==> src/rtl/lpx_pkg.sv <==
// Purpose: Constants, register map and types for the latency probe responder.
// Assumes: 200 MHz mclk, APB register access with 32-bit data.
// Notes: Shared by the responder top and the reply timer.
// Contract
// - Requester picks a per-session unique tag; responder returns it unchanged.
// - Responder fills the four-byte end timestamp with its local time.
// - Modulator answers ingress requests with ingress replies; egress optional.
// - Modulator serves any active session, one measurement per session.
// - End timestamp within 100 us of the sync insertion time.
// - Ingress end timestamp written before the probe enters output queues.
// - Egress end timestamp written at the sync origination point.
// - Completed probe goes back to its sender within the reply limit.
// - Without egress support an egress request is dropped with no reply.
// - Request to reply takes at most 100 ms at the modulator.
// - Probe code: 0 ingress req, 1 ingress reply, 2 egress req, 3 egress reply.
// - Probe extended-header bits are 01.
package lpx_pkg;
	// ==========================================
	// Timing
	localparam int CLK_MHZ = 200;
	localparam int PROBE_TIMER_MS = 100;
	localparam int PROBE_TIMER_CYC = PROBE_TIMER_MS * 1000 * CLK_MHZ;
	// ==========================================
	// Probe header encodings
	localparam logic [1:0] EXT_HDR_PROBE = 2'h1;
	localparam logic [7:0] CODE_INGRESS_REQ = 8'h00;
	localparam logic [7:0] CODE_INGRESS_REP = 8'h01;
	localparam logic [7:0] CODE_EGRESS_REQ = 8'h02;
	localparam logic [7:0] CODE_EGRESS_REP = 8'h03;
	// ==========================================
	// Register map, byte offsets
	localparam logic [11:0] REG_CTRL = 12'h000;
	localparam logic [11:0] REG_SESS_ACTIVE = 12'h004;
	localparam logic [11:0] REG_STATUS = 12'h008;
	localparam logic [11:0] REG_REPLY_COUNT = 12'h00c;
	localparam logic [11:0] REG_DROP_COUNT = 12'h010;
	localparam logic [11:0] REG_TIMEOUT_COUNT = 12'h014;
	localparam logic [11:0] REG_REPLY_LIMIT = 12'h018;
	// ==========================================
	// Control fields and reset values
	localparam int CTRL_ENABLE_BIT = 0;
	localparam int CTRL_EGRESS_BIT = 1;
	localparam logic [31:0] CTRL_RESET = 32'h0000_0001;
	localparam logic [31:0] SESS_ACTIVE_RESET = 32'h0000_0000;
	// ==========================================
	// Responder states, Gray along idle-capture-wait-send
	typedef enum logic [1:0] {
		LPX_IDLE = 2'b00,
		LPX_CAPTURE = 2'b01,
		LPX_WAIT_SYNC = 2'b11,
		LPX_SEND = 2'b10
	} lpx_state_t;
endpackage

==> src/rtl/lpx_responder.sv <==
// Purpose: Modulator-side latency probe responder with APB registers.
// Assumes: Probe fields arrive parsed, on mclk; local time is on mclk too.
// Notes: One probe in flight at a time, which also bounds each session to one.
`timescale 1ns/10ps
module lpx_responder #(
	parameter int SESSIONS = 8,
	parameter int SESS_W = 3,
	parameter logic [31:0] REPLY_LIMIT_CYCLES = lpx_pkg::PROBE_TIMER_CYC
) (
	// Clock and reset
	input wire logic mclk,
	input wire logic reset,
	// APB slave
	input wire logic psel,
	input wire logic penable,
	input wire logic pwrite,
	input wire logic [11:0] paddr,
	input wire logic [31:0] pwdata,
	output logic [31:0] prdata,
	output logic pready,
	output logic pslverr,
	// Local time and sync origination point
	input wire logic [31:0] sync_time,
	input wire logic sync_origin,
	// Incoming probe request
	input wire logic req_valid,
	output logic req_ready,
	input wire logic [SESS_W-1:0] req_session,
	input wire logic [2:0] req_flow,
	input wire logic [1:0] req_ext_hdr,
	input wire logic [7:0] req_code,
	input wire logic [7:0] req_probe_tag,
	input wire logic [31:0] req_ts_start,
	input wire logic [31:0] req_src_addr,
	// Outgoing probe reply
	output logic rep_valid,
	input wire logic rep_ready,
	output logic [SESS_W-1:0] rep_session,
	output logic [2:0] rep_flow,
	output logic [1:0] rep_ext_hdr,
	output logic [7:0] rep_code,
	output logic [7:0] rep_probe_tag,
	output logic [31:0] rep_ts_start,
	output logic [31:0] rep_ts_end,
	output logic [31:0] rep_dst_addr
);
	import lpx_pkg::*;
	// ==========================================
	// Declarations
	lpx_state_t state, next_state;
	logic [SESS_W-1:0] p_session, next_p_session;
	logic [2:0] p_flow, next_p_flow;
	logic [1:0] p_ext, next_p_ext;
	logic [7:0] p_code, next_p_code;
	logic [7:0] p_tag, next_p_tag;
	logic [31:0] p_ts_start, next_p_ts_start;
	logic [31:0] p_ts_end, next_p_ts_end;
	logic [31:0] p_src, next_p_src;
	logic [31:0] ctrl, next_ctrl;
	logic [31:0] sess_active, next_sess_active;
	logic [31:0] reply_limit, next_reply_limit;
	logic [31:0] reply_count, next_reply_count;
	logic [31:0] drop_count, next_drop_count;
	logic [31:0] timeout_count, next_timeout_count;
	logic [31:0] next_prdata;
	logic [SESSIONS-1:0] sess_on;
	logic wr_en, rd_setup, addr_hit;
	logic accept, timer_expire, reply_done;
	logic ev_reply, ev_drop, ev_timeout;
	logic clr_reply, clr_drop, clr_timeout;
	logic sess_ok, is_ingress, is_egress;
	// ==========================================
	// Session activity, one bit per session
	genvar g;
	generate
		for (g = 0; g < SESSIONS; g++) begin : g_sess
			assign sess_on[g] = sess_active[g];
		end
	endgenerate
	// ==========================================
	// Request decode
	assign accept = req_valid && req_ready;
	assign req_ready = (state == LPX_IDLE);
	assign sess_ok = sess_on[p_session] && ctrl[CTRL_ENABLE_BIT];
	assign is_ingress = (p_ext == EXT_HDR_PROBE) && (p_code == CODE_INGRESS_REQ);
	assign is_egress = (p_ext == EXT_HDR_PROBE) && (p_code == CODE_EGRESS_REQ);
	assign reply_done = rep_valid && rep_ready;
	assign rep_valid = (state == LPX_SEND);
	// ==========================================
	// Reply timer
	// Restarted by every accept, so a stale expiry never reaches a later probe
	lpx_reply_timer u_timer (
		.mclk(mclk),
		.reset(reset),
		.start(accept),
		.stop(reply_done),
		.limit(reply_limit),
		.expire(timer_expire)
	);
	// ==========================================
	// Probe state machine
	always_comb begin
		next_state = state;
		next_p_session = p_session;
		next_p_flow = p_flow;
		next_p_ext = p_ext;
		next_p_code = p_code;
		next_p_tag = p_tag;
		next_p_ts_start = p_ts_start;
		next_p_ts_end = p_ts_end;
		next_p_src = p_src;
		ev_reply = 1'b0;
		ev_drop = 1'b0;
		ev_timeout = 1'b0;
		case (state)
			LPX_IDLE: begin
				if (accept) begin
					next_p_session = req_session;
					next_p_flow = req_flow;
					next_p_ext = req_ext_hdr;
					next_p_code = req_code;
					next_p_tag = req_probe_tag;
					next_p_ts_start = req_ts_start;
					next_p_src = req_src_addr;
					// Stamped on arrival, ahead of any output queue
					next_p_ts_end = sync_time;
					next_state = LPX_CAPTURE;
				end
			end
			LPX_CAPTURE: begin
				if (sess_ok && is_ingress) begin
					next_p_code = CODE_INGRESS_REP;
					next_state = LPX_SEND;
				end else if (sess_ok && is_egress && ctrl[CTRL_EGRESS_BIT]) begin
					next_state = LPX_WAIT_SYNC;
				end else begin
					// Silent discard, nothing is sent
					ev_drop = 1'b1;
					next_state = LPX_IDLE;
				end
			end
			LPX_WAIT_SYNC: begin
				if (timer_expire) begin
					ev_timeout = 1'b1;
					next_state = LPX_IDLE;
				end else if (sync_origin) begin
					next_p_ts_end = sync_time;
					next_p_code = CODE_EGRESS_REP;
					next_state = LPX_SEND;
				end
			end
			LPX_SEND: begin
				if (reply_done) begin
					ev_reply = 1'b1;
					next_state = LPX_IDLE;
				end else if (timer_expire) begin
					// A late reply is useless to the sender, so it is withdrawn
					ev_timeout = 1'b1;
					next_state = LPX_IDLE;
				end
			end
			default: begin
				next_state = LPX_IDLE;
			end
		endcase
	end
	always_ff @(posedge mclk) begin
		if (reset) begin
			state <= LPX_IDLE;
			p_session <= '0;
			p_flow <= 3'h0;
			p_ext <= 2'h0;
			p_code <= 8'h00;
			p_tag <= 8'h00;
			p_ts_start <= 32'h0000_0000;
			p_ts_end <= 32'h0000_0000;
			p_src <= 32'h0000_0000;
		end else begin
			state <= next_state;
			p_session <= next_p_session;
			p_flow <= next_p_flow;
			p_ext <= next_p_ext;
			p_code <= next_p_code;
			p_tag <= next_p_tag;
			p_ts_start <= next_p_ts_start;
			p_ts_end <= next_p_ts_end;
			p_src <= next_p_src;
		end
	end
	// ==========================================
	// Reply fields, straight from the held probe
	assign rep_session = p_session;
	assign rep_flow = p_flow;
	assign rep_ext_hdr = p_ext;
	assign rep_code = p_code;
	assign rep_probe_tag = p_tag;
	assign rep_ts_start = p_ts_start;
	assign rep_ts_end = p_ts_end;
	assign rep_dst_addr = p_src;
	// ==========================================
	// APB decode
	assign wr_en = psel && penable && pwrite;
	assign rd_setup = psel && !penable && !pwrite;
	assign pready = 1'b1;
	always_comb begin
		case (paddr)
			REG_CTRL, REG_SESS_ACTIVE, REG_STATUS, REG_REPLY_COUNT,
			REG_DROP_COUNT, REG_TIMEOUT_COUNT, REG_REPLY_LIMIT: addr_hit = 1'b1;
			default: addr_hit = 1'b0;
		endcase
	end
	assign pslverr = psel && penable && !addr_hit;
	// Any write to a counter clears it
	assign clr_reply = wr_en && (paddr == REG_REPLY_COUNT);
	assign clr_drop = wr_en && (paddr == REG_DROP_COUNT);
	assign clr_timeout = wr_en && (paddr == REG_TIMEOUT_COUNT);
	// ==========================================
	// Configuration registers
	always_comb begin
		next_ctrl = ctrl;
		next_sess_active = sess_active;
		next_reply_limit = reply_limit;
		if (wr_en) begin
			case (paddr)
				REG_CTRL: next_ctrl = {30'h0, pwdata[CTRL_EGRESS_BIT], pwdata[CTRL_ENABLE_BIT]};
				REG_SESS_ACTIVE: next_sess_active = pwdata;
				// A zero limit would expire at once and starve every reply
				REG_REPLY_LIMIT: next_reply_limit = (pwdata == 32'h0000_0000) ? 32'h0000_0001 : pwdata;
				default: next_ctrl = ctrl;
			endcase
		end
	end
	always_ff @(posedge mclk) begin
		if (reset) begin
			ctrl <= CTRL_RESET;
			sess_active <= SESS_ACTIVE_RESET;
			reply_limit <= REPLY_LIMIT_CYCLES;
		end else begin
			ctrl <= next_ctrl;
			sess_active <= next_sess_active;
			reply_limit <= next_reply_limit;
		end
	end
	// ==========================================
	// Event counters; an event in the clearing cycle is still counted
	always_comb begin
		next_reply_count = reply_count;
		next_drop_count = drop_count;
		next_timeout_count = timeout_count;
		if (clr_reply) begin
			next_reply_count = 32'h0000_0000;
		end
		if (clr_drop) begin
			next_drop_count = 32'h0000_0000;
		end
		if (clr_timeout) begin
			next_timeout_count = 32'h0000_0000;
		end
		if (ev_reply) begin
			next_reply_count = clr_reply ? 32'h0000_0001 : reply_count + 32'h0000_0001;
		end
		if (ev_drop) begin
			next_drop_count = clr_drop ? 32'h0000_0001 : drop_count + 32'h0000_0001;
		end
		if (ev_timeout) begin
			next_timeout_count = clr_timeout ? 32'h0000_0001 : timeout_count + 32'h0000_0001;
		end
	end
	always_ff @(posedge mclk) begin
		if (reset) begin
			reply_count <= 32'h0000_0000;
			drop_count <= 32'h0000_0000;
			timeout_count <= 32'h0000_0000;
		end else begin
			reply_count <= next_reply_count;
			drop_count <= next_drop_count;
			timeout_count <= next_timeout_count;
		end
	end
	// ==========================================
	// Read data, latched at setup so it stands through the access phase
	always_comb begin
		next_prdata = prdata;
		if (rd_setup) begin
			case (paddr)
				REG_CTRL: next_prdata = ctrl;
				REG_SESS_ACTIVE: next_prdata = sess_active;
				// Busy flag above the state code
				REG_STATUS: next_prdata = {29'h0, (state != LPX_IDLE), state};
				REG_REPLY_COUNT: next_prdata = reply_count;
				REG_DROP_COUNT: next_prdata = drop_count;
				REG_TIMEOUT_COUNT: next_prdata = timeout_count;
				REG_REPLY_LIMIT: next_prdata = reply_limit;
				default: next_prdata = 32'h0000_0000;
			endcase
		end
	end
	always_ff @(posedge mclk) begin
		if (reset) begin
			prdata <= 32'h0000_0000;
		end else begin
			prdata <= next_prdata;
		end
	end
endmodule

==> src/rtl/lpx_reply_timer.sv <==
// Purpose: Counts cycles from request capture until the reply leaves.
// Assumes: Limit is stable while a probe is in flight.
// Notes: Expire is a one-cycle pulse; a new start restarts the count.
`timescale 1ns/10ps
module lpx_reply_timer (
	// Clock and reset
	input wire logic mclk,
	input wire logic reset,
	// Control
	input wire logic start,
	input wire logic stop,
	input wire logic [31:0] limit,
	// Status
	output logic expire
);
	import lpx_pkg::*;
	logic running;
	logic [31:0] count;
	logic next_running;
	logic [31:0] next_count;
	logic next_expire;
	// ==========================================
	// Counter
	always_comb begin
		next_running = running;
		next_count = count;
		next_expire = 1'b0;
		if (start) begin
			next_running = 1'b1;
			next_count = 32'h0000_0001;
		end else if (stop) begin
			next_running = 1'b0;
		end else if (running) begin
			if (count >= limit) begin
				next_running = 1'b0;
				next_expire = 1'b1;
			end else begin
				next_count = count + 32'h0000_0001;
			end
		end
	end
	always_ff @(posedge mclk) begin
		if (reset) begin
			running <= 1'b0;
			count <= 32'h0000_0000;
			expire <= 1'b0;
		end else begin
			running <= next_running;
			count <= next_count;
			expire <= next_expire;
		end
	end
endmodule

==> config.mk <==
export PLATFORM = sky130hd
export DESIGN_NAME = lpx_responder
export DESIGN_NICKNAME = d
export VERILOG_FILES = /design/src/rtl/lpx_pkg.sv /design/src/rtl/lpx_responder.sv /design/src/rtl/lpx_reply_timer.sv
export SDC_FILE = /design/constraint.sdc
export NUM_CORES = 1
export LEC_CHECK = 0
export BUFFER_PORTS_ARGS = -buffer_cell sky130_fd_sc_hd__buf_2
export CAP_MARGIN = 20
export CORE_MARGIN = 10
export CORE_UTILIZATION = 35
export DETAILED_ROUTE_END_ITERATION = 10
export MAX_ROUTING_LAYER = met4
export PLACE_DENSITY = 0.65
export REMOVE_ABC_BUFFERS = 1
export SETUP_SLACK_MARGIN = 0.05
export SLEW_MARGIN = 10
export SYNTH_ARGS = -nofsm -noshare
export SYNTH_HDL_FRONTEND = slang
export SYNTH_HIERARCHICAL = 1
export SYNTH_SLANG_ARGS = --single-unit
==> constraint.sdc <==
create_clock -name mclk -period 2.2 [get_ports mclk]
set_input_delay 0.33 -clock mclk [delete_from_list [all_inputs] [get_ports mclk]]
set_output_delay 0.33 -clock mclk [all_outputs]
set_load 0.01 [all_outputs]
==> results.toml, run 1 <==
[clocking]
cts.clk_slew.worst_paths_ps = 60
numCtsBuffers = 41
cts_tree = "built"
clk_latency_ps = 570
htreeDepth = 2
clockRootBuffer = "clkbuf_16"
clock_sinks = 350
clock_tree.buffer_depth = 3

[worst_hold_path]
hp-class = "primary input to flop"

[worst_setup_path]
max_stage_delay_ps = 340
cp_common_cell = "a21oi_1"
cp.required_ps = 2660
arrival_ps = 2840
crit_fanout = 9
crit_type = "flop to flop"
critPathLaunchType = "flop"
crit_chain = "inv_1 > ha_1 > a21oi_1 > o21ai_0 > a21oi_1 > a31oi_4 > buf_6 > buf_12 > nor4_2 > mux2i_1"
cp_slowest_cell = "dfxtp_2"
end_kind = "flop"

[floorplanning]
rows = 78
ios = 328
die_x_um = 235
initial_utilization = 0.355
die_h_um = 235
dieArea_um2 = 55100
coreArea_um2 = 45500

[synthesis]
synth-xor-area-share = 0.0266
synth_compound_gate_area_share = 0.183
synth-edff-count = 0
synth-adder-area-share = 0.0279
netlist_top_cells_area = "dfxtp_1 (43%), nand2_1 (9.4%), a21oi_1 (7.4%)"
syn_area_um2 = 16100
avgSynthCellArea_um2 = 8.24
synthArstFlopShare = 0
synth_most_common_cell = "nand2_1"
ys_ff_latch = 350
synth_commonest_cells = "nand2_1 (403), dfxtp_1 (350), a21oi_1 (238), clkbuf_1 (92), nor2_1 (91)"
netlist.area_leader.share = 0.434
synth-simple-area-share = 0.242
synth_top_family_by_area = "simple AND/OR/NAND/NOR gates"
synth_mux_area_frac = 0.0381
yosysWarnings = 6
synth_top_cell_by_area = "dfxtp_1"
syn_inst = 1957
ys_seq_area_frac = 0.434
synth.distinct_cells = 78
yosys_most_used_dff = "dfxtp_1"

[routing]
first_pass_iters = 6
via_per_inst = 5.64
dr.first_iter.drc_count = 1769
totalWireLength_um = 65900
vias = 17468
route.detailed.drc = 0
postRouteAntennaNets = 0
wl_per_cell_um = 21.3

[placement]
place.gp.congestion = 0.957
dpl_cell_area_um2 = 19400
buffer_ports.inserted = 326
dp_hpwl_um = 46900
pre_cts_slack_ps = -218

[sta]
max_slew.worst_pin.slew_ps = 1110
finalCriticalPeriod_ps = 2380
hold_ws_ps = 20.3
rsz0062_at_grt = "yes"
fin_skew_ps = 31.7
max_freq_ghz = 0.420
setup_violations = 33
fin_crit_sh = 1.08
slew_violations = 0
finalWorstSetupSlack_ps = -179
finalHoldViolCount = 0
setup_tns_ps = -3480
slew_headroom = 0.262

[finish]
fillers = 4231
finish.utilization = 0.494
fin_nets = 2667
drive_above_1_share = 0.296
post-route-cell-area_um2 = 22500
area_growth_syn_to_layout_pct = 39.2

[global_route]
overflow = 0
grt_use_total = 0.231
antenna_found_initial = 9
grt_pass1_vias = 17129
grt_max_degree = 121
grt_pass1_wl_um = 100000

[pwr]
seqPwrFrac = 0.447
p_per_area_nw_per_um2 = 656
ir_drop_uv = 641
p_switching_w = 0.00373
internal-power_w = 0.0110
p_leak_nw = 8.96
switching_share = 0.253
p_clk_frac = 0.460
p_comb_frac = 0.093

[job]
drv_cap = 0

[outcome]
violations = "negative setup slack"
outcome = "finished, violations left"
## layer usage
metal,part of all wire,vias up,track usage
li1,-,8048,-
met4,0.037,0,0.0830
met2,0.46,975,0.362
met1,0.40,8293,0.283
met5,0,-,-
met3,0.11,152,0.0578
## final cells by class
type	count	area (µm²)	share of cell area
diodes	8	20.0	0.000891
clock inverters	12	126	0.00563
inverters	50	189	0.00841
clock buffers	59	1180	0.0527
multi-input cells	1422	8950	0.399
flip-flops and latches	350	7050	0.314
well taps	600	751	0.0334
repair buffers	594	4190	0.187
## sequential cells by signal (all words and copies together) (netlist names), 32 cells and up
name and count:
rep_ts_end 32, sess_active 32, reply_count 32, rep_dst_addr 32
u_timer/count 32, reply_limit 32, rep_ts_start 32, timeout_count 32
drop_count 32, prdata 32
## cells by family after synthesis
logic type | count (synthesis)
AOI/OAI and AO/OA | 471
xor gates and xnor gates | 49
adders and majority gates | 36
buffers and inverters | 185
DFF | 350
muxes | 61
other | 1
and+or+nand+nor | 804
## worst paths after layout
kind,from,endpoint,slack (ps),depth (start not counted)
hold reg to reg,rep_ts_end[30]$_SDFFE_PP0P_,rep_ts_end[30]$_SDFFE_PP0P_,450,2
setup / recovery,reply_limit[5]$_SDFFE_PP0P_,u_timer/count[31]$_SDFFE_PP0P_,-180,10
setup reg to reg,reply_limit[5]$_SDFFE_PP0P_,u_timer/count[31]$_SDFFE_PP0P_,-180,10
hold / removal,req_src_addr[28],rep_dst_addr[28]$_SDFFE_PP0P_,20,3
## timing repair
action / 4_1_cts / 5_1_grt
cloned: 5 / 4
setup buffers: 12 / 7
endpoints found under the setup margin: 55 / 59
pin swaps: 19 / 28
gates resized for setup: 94 / 64
hold buffers: 65 / 0
hold endpoints to repair: 65 / 0
## power by group through the flow
stage | logic, W | registers [W] | clock network [W]
CTS | 0.00132 | 0.00658 | 0.00688
global route | 0.00146 | 0.00660 | 0.00712
floorplan | 0.000399 | 0.00678 | 0
detailed placement | 0.00121 | 0.00671 | 0
finish | 0.00136 | 0.00659 | 0.00678
global placement | 0.00120 | 0.00671 | 0
## worst max-delay path, delay by kind of cell (launching register included)
| family | cells | cell delay, ps |
|---|---|---|
| AND/OR/NAND/NOR | 1 | 330 |
| buffers and inverters | 3 | 350 |
| AO/OA/AOI/OAI | 4 | 640 |
| adder cells (fa/ha/maj) | 1 | 310 |
| multiplexers | 1 | 320 |
| flip-flops | 1 | 340 |
## through the flow
stage / total power, W / instances
after floorplan: 0.00718 / 1822
after global placement: 0.00790 / 2924
after detailed placement: 0.00793 / 2924
after CTS: 0.0148 / 3077
after global routing: 0.0152 / 3095
final: 0.0147 / 3095
## cell usage in the layout (no fill, tap or decap), types with 7 or more instances in the layout
| cell type | n |
|---|---|
| nand2_1 | 397 |
| buf_6 | 9 |
| ha_4 | 15 |
| mux2i_1 | 56 |
| nor4_1 | 18 |
| diode_2 | 8 |
| o311ai_2 | 9 |
| nor4_2 | 7 |
| ha_1 | 21 |
| clkbuf_16 | 46 |
| buf_2 | 325 |
| a221oi_1 | 24 |
| a221o_1 | 7 |
| nor2_1 | 90 |
| o31ai_1 | 31 |
| or4_1 | 29 |
| xnor2_1 | 10 |
| nor3_1 | 8 |
| and4_1 | 16 |
| nand4_1 | 47 |
| a22o_1 | 23 |
| or3_1 | 39 |
| dlygate4sd3_1 | 65 |
| dfxtp_2 | 28 |
| xor2_1 | 39 |
| dfxtp_1 | 321 |
| a22oi_1 | 17 |
| inv_1 | 38 |
| o21ai_0 | 46 |
| nand3_1 | 60 |
| clkbuf_1 | 9 |
| and2_1 | 8 |
| and3_1 | 27 |
| o22ai_1 | 20 |
| a21oi_1 | 230 |
| buf_12 | 15 |
| buf_4 | 170 |
| a21oi_2 | 9 |
| inv_2 | 11 |
| clkbuf_8 | 9 |
(Power assumes the default switching activity.)
==> run 2: changes to the inputs <==
- CORE_ASPECT_RATIO: not set -> 1.25
==> results.toml, run 2 (synthesis gave the netlist of run 1 again) <==
[pwr]
p_switching_w = 0.00368
switching_share = 0.250
p_clk_frac = 0.458
p_comb_frac = 0.094
seqPwrFrac = 0.448
p_leak_nw = 9.06
p_per_area_nw_per_um2 = 651
p_total_w = 0.0147
ir_drop_uv = 669
internal-power_w = 0.0110

[outcome]
outcome = "finished, violations left"
violations = "negative setup slack"

[floorplanning]
die_h_um = 260
die_x_um = 212
dieArea_um2 = 55100
rows = 87
initial_utilization = 0.355
ios = 328
coreArea_um2 = 45400

[sta]
rsz0062_at_grt = "yes"
max_slew.worst_pin.slew_ps = 881
setup_tns_ps = -4680
fin_crit_sh = 1.09
slew_violations = 0
finalHoldViolCount = 0
hold_ws_ps = 19.4
finalCriticalPeriod_ps = 2390
finalWorstSetupSlack_ps = -191
fin_skew_ps = 20.7
max_freq_ghz = 0.418
setup_violations = 34
slew_headroom = 0.413

[routing]
route.detailed.drc = 0
dr.first_iter.drc_count = 1574
postRouteAntennaNets = 0
wl_per_cell_um = 21.0
totalWireLength_um = 64800
vias = 17304
via_per_inst = 5.60
first_pass_iters = 6

[placement]
buffer_ports.inserted = 326
place.gp.congestion = 0.942
dp_hpwl_um = 46900
pre_cts_slack_ps = -269

[worst_setup_path]
crit_fanout = 12
max_stage_delay_ps = 490
crit_type = "flop to flop"
crit_chain = "inv_2 > ha_4 > nand4_1 > nor3_4 > or4b_4 > a31oi_4 > buf_6 > buf_16 > or4_1 > a21oi_1"
startpoint = "reply_limit[14]$_SDFFE_PP0P_"
critPathLaunchType = "flop"
arrival_ps = 2830
rr_startpoint = "reply_limit[14]$_SDFFE_PP0P_"
cp.required_ps = 2630
end_kind = "flop"
cp_slowest_cell = "or4b_4"

[clocking]
cts_tree = "built"
clk_latency_ps = 570
clock_tree.buffer_depth = 3
htreeDepth = 2
clockRootBuffer = "clkbuf_16"
cts.clk_slew.worst_paths_ps = 60
clock_sinks = 350
numCtsBuffers = 39

[job]
drv_cap = 0

[finish]
fin_nets = 2683
layout_common_cells = "nand2_1 (396), buf_2 (325), dfxtp_1 (319), a21oi_1 (229), buf_4 (170)"
drive_above_1_share = 0.295
area_growth_syn_to_layout_pct = 39.9
layout_commonest_cell = "nand2_1"

[worst_hold_path]
worstHoldStart = "req_ts_start[16]"
hp-class = "primary input to flop"

[global_route]
grt_pass1_wl_um = 97600
antenna_found_initial = 12
grt_use_total = 0.231
grt_max_degree = 83
overflow = 0
grt_pass1_vias = 17318
==> run 2: changes by cell type in the layout (fill, tap and decap cells not counted), sizes merged <==
cell,previous run,this run
inv,51,52
clkinvlp,2,1
clkbuf,64,56
dlygate4sd3,65,83
diode,8,10
buf,524,526
bufinv,2,3
clkinv,7,10
==> run 2: final cells by class <==
type                       instances  area [µm²]
multi-input combinational       1422        8910
timing repair buffer             612        4360
inverter                          50         189
tap                              578         723
fill                            4157       22800
antenna                           10        25.0
clock inverter                    16         180
sequential                       350        7050
clock buffer                      53        1130
==> run 2: layer usage <==
| layer | track usage | vias to the layer above | part of all wire | wire length (µm) |
|---|---|---|---|---|
| li1 | - | 8076 | - | - |
| met1 | 0.273 | 8271 | 0.40 | 25700 |
| met2 | 0.369 | 831 | 0.47 | 30500 |
| met3 | 0.0595 | 126 | 0.098 | 6380 |
| met4 | 0.0900 | 0 | 0.034 | 2210 |
| met5 | - | - | 0 | 0 |
==> run 2: path summary, 6_finish.rpt <==
check / end / slack (ps) / depth (start not counted)
min reg2reg: prdata[12]$_SDFFE_PP0P_ / 450 / 2
max: u_timer/count[11]$_SDFFE_PP0P_ / -190 / 10
min: rep_ts_start[16]$_SDFFE_PP0P_ / 20 / 3
max reg2reg: u_timer/count[11]$_SDFFE_PP0P_ / -190 / 10
==> run 2: power by group through the flow <==
stage | clock network [W] | registers [W] | logic (W)
floorplan | 0 | 0.00678 | 0.000399
global placement | 0 | 0.00671 | 0.00121
detailed placement | 0 | 0.00671 | 0.00122
CTS | 0.00683 | 0.00658 | 0.00135
global route | 0.00709 | 0.00660 | 0.00150
finish | 0.00673 | 0.00658 | 0.00139
==> run 2: critical path: cells and delay by family, from the launching register on <==
family | cells | cell delay (ps)
simple gates | 4 | 990
buf+inv | 3 | 370
flops | 1 | 330
compound gates | 2 | 320
fa+ha+maj | 1 | 250
==> run 2: what timing repair did <==
| item | CTS | global route |
|---|---|---|
| endpoints found under the hold margin | 83 | 0 |
| setup buffers | 13 | 13 |
| hold buffers | 83 | 0 |
| setup endpoints to repair | 40 | 58 |
| pin swaps | 33 | 20 |
| gates cloned | 5 | 3 |
| gates resized for setup | 98 | 54 |
==> run 2: metrics by stage <==
stage	cell area, µm²	std cells	utilization
3_5_place_dp	19400	2897	0.427
3_3_place_gp	19400	2897	0.427
6_report	22600	3091	0.497
4_1_cts	22200	3067	0.488
2_1_floorplan	15500	1822	-
5_1_grt	22600	3091	0.497
